File: src/hw/digitizer_cfg.svh
/*
 Constants of the digitizer control block: register select codes,
 command field positions, sync source codes and reset values.
 Assumes inclusion by bare name from the design file.
*/
`ifndef DIGITIZER_CFG_SVH
`define DIGITIZER_CFG_SVH
`define LVL_COUNT 6
`define SEL_CMD 3'h6
`define CMD_DIG_BIT 7
`define CMD_SRC_HI 6
`define CMD_SRC_LO 4
`define CMD_MODE_HI 3
`define CMD_MODE_LO 2
`define CMD_LVL_BIT 0
`define CMD_RESET 8'h00
`define SRC_EXT_FIRST 3'h6
`define SRC_EXT_SECOND 3'h7
`define SAMPLE_RESET 8'h00
`define CHAN_COUNT 3
`endif

File: src/hw/digitizer_pkg.sv
/*
 Types of the digitizer control block.
 Assumes nothing of its surroundings.
*/
package digitizer_pkg;
    typedef logic [7:0] byte_t;
    typedef enum logic [1:0] {
        MODE_24,
        MODE_15,
        MODE_8T,
        MODE_8P
    } pack_mode_e;
endpackage

File: src/hw/digitizer_ctl.sv
/*
 Digital control side of a three-channel video digitizer: host port with
 six level registers and a command register, per-channel sample output
 registers, zeroing hold, output enables, clamp and sync source select.
 Assumes all inputs, the channel clocks and the host strobes among them,
 are synchronous to clk_i and held for at least one clk_i cycle.
*/
`timescale 1ns/1ns
`include "digitizer_cfg.svh"
module digitizer_ctl #(
    parameter int LVL_N = `LVL_COUNT
) (
    // Clock and reset
    input wire logic clk_i,
    input wire logic rst_n_i,
    // Host port
    input wire logic [2:0] host_register_select_i,
    input wire logic host_rd_n_i,
    input wire logic host_wr_n_i,
    input wire logic [7:0] host_data_bus_i,
    output logic [7:0] host_data_bus_o,
    output logic host_data_bus_oe_n_o,
    // Current level outputs
    output logic [LVL_N-1:0][7:0] dac_current_outputs_o,
    // Channel clocks and conversion results
    input wire logic red_sample_clock_i,
    input wire logic green_sample_clock_i,
    input wire logic blue_sample_clock_i,
    input wire logic [7:0] red_adc_result_i,
    input wire logic [7:0] green_adc_result_i,
    input wire logic [7:0] blue_adc_result_i,
    input wire logic zero_i,
    output logic [2:0] comparators_zeroed_o,
    // Sample output buses
    input wire logic sample_oe_n_i,
    output logic [7:0] red_sample_bus_o,
    output logic red_sample_bus_oe_n_o,
    output logic [7:0] green_sample_bus_o,
    output logic green_sample_bus_oe_n_o,
    output logic [7:0] blue_sample_bus_o,
    output logic blue_sample_bus_oe_n_o,
    // Analog steering
    input wire logic clamp_i,
    output logic clamp_restore_o,
    output logic digitize_select_o,
    output logic sync_level_select_o,
    // Sync
    input wire logic [5:0] video_sync_slice_n_i,
    input wire logic external_sync_in_first_n_i,
    input wire logic external_sync_in_second_n_i,
    output logic composite_sync_out_n_o
);

    function automatic logic [7:0] pack(input logic [1:0] m, input int c,
                                        input logic [7:0] r, input logic [7:0] g, input logic [7:0] b);
        case (digitizer_pkg::pack_mode_e'(m))
            digitizer_pkg::MODE_24: pack = (c == 0) ? r : ((c == 1) ? g : b);
            digitizer_pkg::MODE_15: pack = (c == 0) ? {1'b0, r[7:3], g[7:6]} :
                                           ((c == 1) ? {g[5:3], b[7:3]} : 8'h00);
            digitizer_pkg::MODE_8T: pack = {r[7:5], g[7:5], b[7:6]};
            default: pack = g;
        endcase
    endfunction

    logic rd_n_q_ff;
    logic wr_n_q_ff;
    logic [2:0] sel_ff;
    digitizer_pkg::byte_t wdata_ff;
    digitizer_pkg::byte_t cmd_ff;
    logic [LVL_N-1:0][7:0] level_ff;
    digitizer_pkg::byte_t rd_val;
    logic [2:0] cur_sel;
    logic rd_fall;
    logic wr_fall;
    logic wr_rise;

    assign rd_fall = rd_n_q_ff & ~host_rd_n_i;
    assign wr_fall = wr_n_q_ff & ~host_wr_n_i;
    assign wr_rise = ~wr_n_q_ff & host_wr_n_i;
    assign cur_sel = rd_fall ? host_register_select_i : sel_ff;

    always_ff @(posedge clk_i) begin
        if (!rst_n_i) begin
            rd_n_q_ff <= 1'b1;
            wr_n_q_ff <= 1'b1;
        end else begin
            rd_n_q_ff <= host_rd_n_i;
            wr_n_q_ff <= host_wr_n_i;
        end
    end

    always_ff @(posedge clk_i) begin
        if (!rst_n_i) begin
            sel_ff <= 3'h0;
        end else if (rd_fall || wr_fall) begin
            sel_ff <= host_register_select_i;
        end
    end

    // Data is kept while the strobe is low so the rising edge writes the last bus value
    always_ff @(posedge clk_i) begin
        if (!rst_n_i) begin
            wdata_ff <= 8'h00;
        end else if (!host_wr_n_i) begin
            wdata_ff <= host_data_bus_i;
        end
    end

    // Levels carry no reset on purpose: software must load them
    always_ff @(posedge clk_i) begin
        if (wr_rise && (int'(sel_ff) < LVL_N)) begin
            level_ff[sel_ff] <= wdata_ff;
        end
    end

    assign dac_current_outputs_o = level_ff;

    always_ff @(posedge clk_i) begin
        if (!rst_n_i) begin
            cmd_ff <= `CMD_RESET;
        end else if (wr_rise && (sel_ff == `SEL_CMD)) begin
            cmd_ff <= wdata_ff;
        end
    end

    always_comb begin
        rd_val = 8'h00;
        if (int'(cur_sel) < LVL_N) begin
            rd_val = level_ff[cur_sel];
        end else if (cur_sel == `SEL_CMD) begin
            rd_val = cmd_ff;
        end
    end

    always_ff @(posedge clk_i) begin
        if (!rst_n_i) begin
            host_data_bus_o <= 8'h00;
            host_data_bus_oe_n_o <= 1'b1;
        end else begin
            host_data_bus_oe_n_o <= host_rd_n_i;
            if (!host_rd_n_i) begin
                host_data_bus_o <= rd_val;
            end
        end
    end

    logic [2:0] chclk_q_ff;
    logic [2:0] chrise;
    logic [2:0][7:0] adc;
    logic [2:0][7:0] raw_ff;
    logic [2:0][7:0] bus_ff;
    logic [1:0] mode;

    assign adc = {blue_adc_result_i, green_adc_result_i, red_adc_result_i};
    assign chrise = {blue_sample_clock_i, green_sample_clock_i, red_sample_clock_i} & ~chclk_q_ff;
    assign mode = cmd_ff[`CMD_MODE_HI:`CMD_MODE_LO];

    always_ff @(posedge clk_i) begin
        if (!rst_n_i) begin
            chclk_q_ff <= 3'h7;
            comparators_zeroed_o <= 3'h0;
        end else begin
            chclk_q_ff <= {blue_sample_clock_i, green_sample_clock_i, red_sample_clock_i};
            for (int c = 0; c < `CHAN_COUNT; c++) begin
                if (chrise[c]) begin
                    comparators_zeroed_o[c] <= zero_i;
                end
            end
        end
    end

    // Channels clocked in the same cycle share their new samples; the rest give their last held one,
    // so tied clocks never leave a packed bus one sample behind
    always_ff @(posedge clk_i) begin
        if (!rst_n_i) begin
            raw_ff <= {3{`SAMPLE_RESET}};
            bus_ff <= {3{`SAMPLE_RESET}};
        end else begin
            for (int c = 0; c < `CHAN_COUNT; c++) begin
                if (chrise[c] && !zero_i) begin
                    raw_ff[c] <= adc[c];
                    bus_ff[c] <= pack(mode, c, chrise[0] ? adc[0] : raw_ff[0],
                                      chrise[1] ? adc[1] : raw_ff[1],
                                      chrise[2] ? adc[2] : raw_ff[2]);
                end
            end
        end
    end

    assign red_sample_bus_o = bus_ff[0];
    assign green_sample_bus_o = bus_ff[1];
    assign blue_sample_bus_o = bus_ff[2];

    // Enables, clamp and sync bypass the clock: they must act without delay
    assign red_sample_bus_oe_n_o = sample_oe_n_i;
    assign green_sample_bus_oe_n_o = sample_oe_n_i;
    assign blue_sample_bus_oe_n_o = sample_oe_n_i;
    assign clamp_restore_o = clamp_i;
    assign digitize_select_o = cmd_ff[`CMD_DIG_BIT];
    assign sync_level_select_o = cmd_ff[`CMD_LVL_BIT];

    logic [2:0] src;
    assign src = cmd_ff[`CMD_SRC_HI:`CMD_SRC_LO];

    always_comb begin
        case (src)
            `SRC_EXT_FIRST: composite_sync_out_n_o = external_sync_in_first_n_i;
            `SRC_EXT_SECOND: composite_sync_out_n_o = external_sync_in_second_n_i;
            default: composite_sync_out_n_o = video_sync_slice_n_i[src];
        endcase
    end
endmodule

File: config.mk
export PLATFORM = sky130hd
export DESIGN_NAME = digitizer_ctl
export DESIGN_NICKNAME = d
export VERILOG_FILES = /design/src/hw/digitizer_pkg.sv /design/src/hw/digitizer_ctl.sv
export VERILOG_INCLUDE_DIRS = /design/src /design/src/hw
export SDC_FILE = /design/constraint.sdc
export NUM_CORES = 1
export LEC_CHECK = 0
export ABC_AREA = 1
export BUFFER_PORTS_ARGS = -buffer_cell sky130_fd_sc_hd__buf_2
export CELL_PAD_IN_SITES_DETAIL_PLACEMENT = 1
export CELL_PAD_IN_SITES_GLOBAL_PLACEMENT = 1
export CORE_MARGIN = 5
export CORE_UTILIZATION = 39
export DETAILED_ROUTE_END_ITERATION = 10
export PLACE_DENSITY_LB_ADDON = 0.1
export SYNTH_ARGS = -nofsm -noshare
export SYNTH_HDL_FRONTEND = slang
export SYNTH_SLANG_ARGS = --single-unit
File: constraint.sdc
create_clock -name clk_i -period 1.55 [get_ports clk_i]
set_input_delay 0.0775 -clock clk_i [delete_from_list [all_inputs] [get_ports clk_i]]
set_output_delay 0.0775 -clock clk_i [all_outputs]
set_load 0.01 [all_outputs]
==> results of run 1 <==
-- final timing paths --
kind	slack, ns	start	endpoint	depth (start not counted)
setup / recovery	0.08	cmd_ff[4]	composite_sync_out_n_o	5
hold / removal	0.02	red_adc_result_i[3]	raw_ff[3]	3
setup reg to reg	0.10	cmd_ff[3]	red_sample_bus_o[1]	9
hold reg to reg	0.46	raw_ff[5]	raw_ff[5]	2
-- routing by layer --
metal | vias to the layer above | routed length [um] | global-route usage [%]
met5 | - | 0 | 0
met4 | 0 | 473 | 8.91
met3 | 26 | 1010 | 5.25
met2 | 148 | 10600 | 41.6
met1 | 2805 | 8120 | 26.1
li1 | 2774 | - | -
-- cell usage in the layout (no fill, tap or decap), types with 11 or more instances in the layout --
master         Yosys  routed
inv_1             70      67
o21ai_1            6      11
edfxtp_1          48      48
o21ai_0          105     100
clkbuf_16          0      17
dfxtp_1           83      79
buf_4              5      33
nand2_1          118     115
a21oi_1           63      62
nor2_1            46      46
buf_2              7     137
dlygate4sd3_1      0      36
nand3_1           86      85
-- where the power goes --
part / switching [mW] / internal, mW / leakage, nW
logic: 0.578 / 0.385 / 2.16
clock network: 1.46 / 2.37 / 0.279
registers: 0.0824 / 3.67 / 1.14
-- kinds of logic after synthesis --
logic type	after synthesis	synth area share (%)
buffers and inverters	106	8.01
AO/OA/AOI/OAI	191	17.1
flip-flops	131	52.4
AND/OR/NAND/NOR	273	21.6
adder cells (fa/ha/maj)	4	0.846
-- sequential cells by signal (all words and copies together), names as in the netlist, 8 cells and up --
name                   cells
blue_sample_bus_o          8
cmd_ff                     8
dac_current_outputs_o     48
green_sample_bus_o         8
host_data_bus_o            8
raw_ff                    24
red_sample_bus_o           8
wdata_ff                   8
-- area by class of cell --
class / instances / share of cell area, %
multi-input cells: 468 / 30.0
well taps: 188 / 2.96
clock buffers: 19 / 5.57
repair buffers: 210 / 17.3
flip-flops and latches: 131 / 39.1
clock inverters: 13 / 1.48
inverters: 72 / 3.57
-- critical path: cells and delay by family, from the launching register on --
| family | cells | cell delay [ns] |
|---|---|---|
| compound gates | 2 | 0.32 |
| flops | 1 | 0.37 |
| buf+inv | 2 | 0.22 |
| simple gates | 1 | 0.05 |
-- stage by stage --
stage,power [mW],cell area [um2],setup TNS [ns]
after floorplan,4.31,5920,0
after global placement,4.64,6940,-0.0387
after detailed placement,4.68,6940,-0.160
after CTS,8.58,7870,0
after global routing,8.89,7950,-0.0522
final,8.54,7950,0
-- timing repair --
action                                  in CTS  in global routing
hold buffers                                36                  0
gates cloned                                 0                  0
resized for setup                            6                 19
endpoints found under the hold margin       38                  0
setup buffers                                0                  2
endpoints found under the setup margin      10                 24
pin swaps                                    0                  4
==> flow_summary.yaml, run 1 <==
flow_run:
  cap_violations: 0
pwr:
  irDropWorstVdd_uv: 687
  power.leakage_nw: 3.58
  powerDensity_nw_per_um2: 1070
sta:
  grt_setup_unrepaired: "true"
  min_period_ns: 1.47
  setup_viol: 0
  setup_ws_ns: 0.0840
  hold_ws_ns: 0.0197
  fin_skew_ns: 0.00668
  slew_violations: 0
  tightest_slew_ns: 0.431
  max_slew_margin_pct: 71.2
  hold_viol: 0
  fmax_mhz: 682
  fin_crit_sh_pct: 94.6
cts:
  cts_sinks: 131
  clkSlewWorstSetupHoldPaths_ns: 0.06
  cts_buffers: 17
  tritoncts: "built"
  clk_latency_ns: 0.42
  root_buffer: "clkbuf_16"
  htree_levels: 4
  cts_buffer_depth: 2
synth:
  synth_seq_cells: 131
  syn_nets: 762
  synth_cells: 705
  synth-seq-area-share_pct: 52.4
  syn_avg_cell_area_um2: 8.39
  yosysWarnings: 0
  synth_most_common_cell: "nand2_1"
  synth_area_um2: 5920
  async_flop_share_pct: 0
  ys.flop_type: "dfxtp_1"
  synth_common_cells: "nand2_1, o21ai_0, nand3_1"
  synth_top_area_share_pct: 28.1
  yosysTopAreaCell: "dfxtp_1"
  synth-edff-count: 48
  yosysUniqueCellTypes: 36
  synth.area.top_cells: "dfxtp_1, edfxtp_1, o21ai_0, nand2_1, nand3_1"
place:
  io_buffer_count: 137
  hpwl_um: 15100
  post-place-ws_ns: -0.0439
  place_inst: 1031
  place.gp.congestion: 0.885
cells_and_area:
  final_nets: 957
  antenna_cells: 0
  regArea_um2: 3110
  fin_util_pct: 52.9
  area_growth_pct: 34.3
  multi_input_area_um2: 2380
  layout.cells.non_filler: 1101
  layout-drive-gt1-share_pct: 26.6
  fillers: 1870
routing:
  wl_per_cell_um: 18.3
  ant_nets: 0
  routed_via_density: 5.23
  route.detailed.drc: 0
  first_iter_violations: 295
  vias: 5753
  wirelength_um: 20200
  drt_first_pass_iters: 5
global_routing:
  grt_util_all_layers_pct: 22.9
  grt_max_degree: 48
  first_global_vias: 6046
  grt_first_pass_wirelength_um: 31900
  grt_overflow: 0
  antenna_found_initial: 0
min_path:
  hp-class: "in2reg"
critical_path:
  cp-end-kind: "output pin"
  arrival_ns: 1.39
  cp_max_fo: 6
  slowest_stage: "dfxtp_4"
  max_stage_delay_ns: 0.37
  cp_cell_sequence: "inv_4, nand2_2, a32o_1, o21ai_1, buf_2"
  path_class: "reg2out"
  start_kind: "flop"
  worstPathRequired_ns: 1.47
status:
  status: "complete, no violations"
floorplan:
  die_y_um: 133
  fp.dieW_um: 133
  fp.dieArea_um2: 17700
  core_um2: 15000
  initial_core_util_pct: 39.4
  rows: 45
  io_pins: 144
No activity file was read; power rests on OpenSTA's default activity.
==> inputs of run 2 (changes only) <==
PLACE_DENSITY_LB_ADDON = 0.15   (was 0.1)
==> flow_summary.yaml, run 2 (same netlist as run 1, synthesis figures left out) <==
flow_run:
  cap_violations: 0
pwr:
  irDropWorstVdd_uv: 731
  power.leakage_nw: 3.53
  powerDensity_nw_per_um2: 1070
routing:
  wirelength_um: 20300
  drt_first_pass_iters: 5
  route.detailed.drc: 0
  wl_per_cell_um: 18.5
  first_iter_violations: 407
  routed_via_density: 5.26
  vias: 5779
  ant_nets: 0
cts:
  cts_buffer_depth: 2
  tritoncts: "built"
  cts_sinks: 131
  clk_latency_ns: 0.42
  cts_buffers: 17
  clkSlewWorstSetupHoldPaths_ns: 0.06
  htree_levels: 4
  root_buffer: "clkbuf_16"
cells_and_area:
  largest_register_ffs: 48
  layout-drive-gt1-share_pct: 26.9
  layout_commonest_cell: "buf_2"
  antenna_cells: 0
  final_nets: 954
  layout_common_cells: "buf_2, nand2_1, o21ai_0, nand3_1, dfxtp_1"
  area_growth_pct: 33.8
  fin_util_pct: 52.7
critical_path:
  crit_end: "red_sample_bus_o[1]"
  cp_cell_sequence: "inv_2, ha_4, clkinvlp_4, a21oi_2, o21ai_0, nand3_1, nand2_1, a21oi_1"
  slowest_stage: "dfxtp_2"
  path_class: "reg2reg"
  r2r_start: "cmd_ff[2]"
  worstSetupStartpoint: "cmd_ff[2]"
  worstPathRequired_ns: 1.90
  worst_r2r_path_depth: 8
  cp_max_fo: 8
  max_stage_delay_ns: 0.35
  arrival_ns: 1.84
  r2r_end: "red_sample_bus_o[1]"
  reg2reg_slack_ns: 0.06
  start_kind: "flop"
  cp-end-kind: "flop"
global_routing:
  antenna_found_initial: 0
  grt_overflow: 0
  grt_max_degree: 65
  first_global_vias: 6109
  grt_first_pass_wirelength_um: 31600
  grt_util_all_layers_pct: 22.7
status:
  status: "complete, no violations"
sta:
  grt_setup_unrepaired: "true"
  fin_crit_sh_pct: 96.2
  setup_viol: 0
  hold_ws_ns: 0.0216
  fin_skew_ns: 0.00943
  fmax_mhz: 670
  slew_violations: 0
  tightest_slew_ns: 0.499
  min_period_ns: 1.49
  finalSetupTns_ns: 0
  hold_viol: 0
  max_slew_margin_pct: 66.7
floorplan:
  fp.dieArea_um2: 17700
  initial_core_util_pct: 39.4
  core_um2: 15000
  die_y_um: 133
  io_pins: 144
  fp.dieW_um: 133
  rows: 45
place:
  place.gp.congestion: 0.863
  hpwl_um: 14700
  io_buffer_count: 137
min_path:
  hp-class: "in2reg"
-- run 2: per-stage QoR --
step	setup WS (ns)	instances	power (mW)	instance area (um2)
detailed placement	-0.140	1026	4.67	6920
CTS	0.00362	1095	8.49	7850
global route	-0.0255	1098	8.77	7920
floorplan	0.182	705	4.31	5920
finish	0.0584	1098	8.46	7920
global placement	-0.0648	1026	4.64	6920
-- run 2: layer usage --
metal  share of wire [%]  track usage [%]  up-vias  wire length, um
met1                  42             26.6     2781             8440
met3                 4.8             4.42       47              972
met5                   0                0        -                0
met2                  50             39.5      183            10200
li1                    -                -     2768                -
met4                 3.4             12.0        0              689
-- run 2: final cells by class --
class,count,area (um2)
fill,1807,7120
clock buffer,27,493
inverter,72,290
timing repair buffer,206,1340
clock inverter,5,52.6
tap,188,235
sequential,131,3110
multi-input combinational,469,2390
-- run 2: how the worst min path moves through the flow --
stage / endpoint / startpoint / cells after the start / slack (ns)
3_5_place_dp: clamp_restore_o / clamp_i / 0 / 0.16
2_1_floorplan: chclk_q_ff[0] / red_sample_clock_i / 2 / 0.16
6_report: chclk_q_ff[2] / rst_n_i / 3 / 0.02
4_1_cts: raw_ff[22] / blue_adc_result_i[6] / 3 / 0.01
5_1_grt: raw_ff[22] / blue_adc_result_i[6] / 3 / 0.02
3_3_place_gp: clamp_restore_o / clamp_i / 0 / 0.16
-- run 2: power breakdown --
group / internal [mW] / switching, mW / leakage [nW]
Combinational: 0.374 / 0.570 / 2.12
Clock: 2.32 / 1.43 / 0.265
Sequential: 3.67 / 0.0910 / 1.14
Total: 6.37 / 2.09 / 3.53
-- run 2: what timing repair did --
action                     4_1_cts  5_1_grt
gates resized for setup          7       22
pin swaps                        0        6
hold endpoints to repair        35        0
buffers inserted                 3        2
hold buffers                    34        0
setup endpoints to repair       15       29
cloned                           0        1
-- run 2: critical path, delay by kind of cell (launching register included) --
family                   cells  cell delay [ns]
AO/OA/AOI/OAI                3             0.43
flip-flops                   1             0.35
buffers and inverters        2             0.30
adder cells (fa/ha/maj)      1             0.17
AND/OR/NAND/NOR              2             0.16
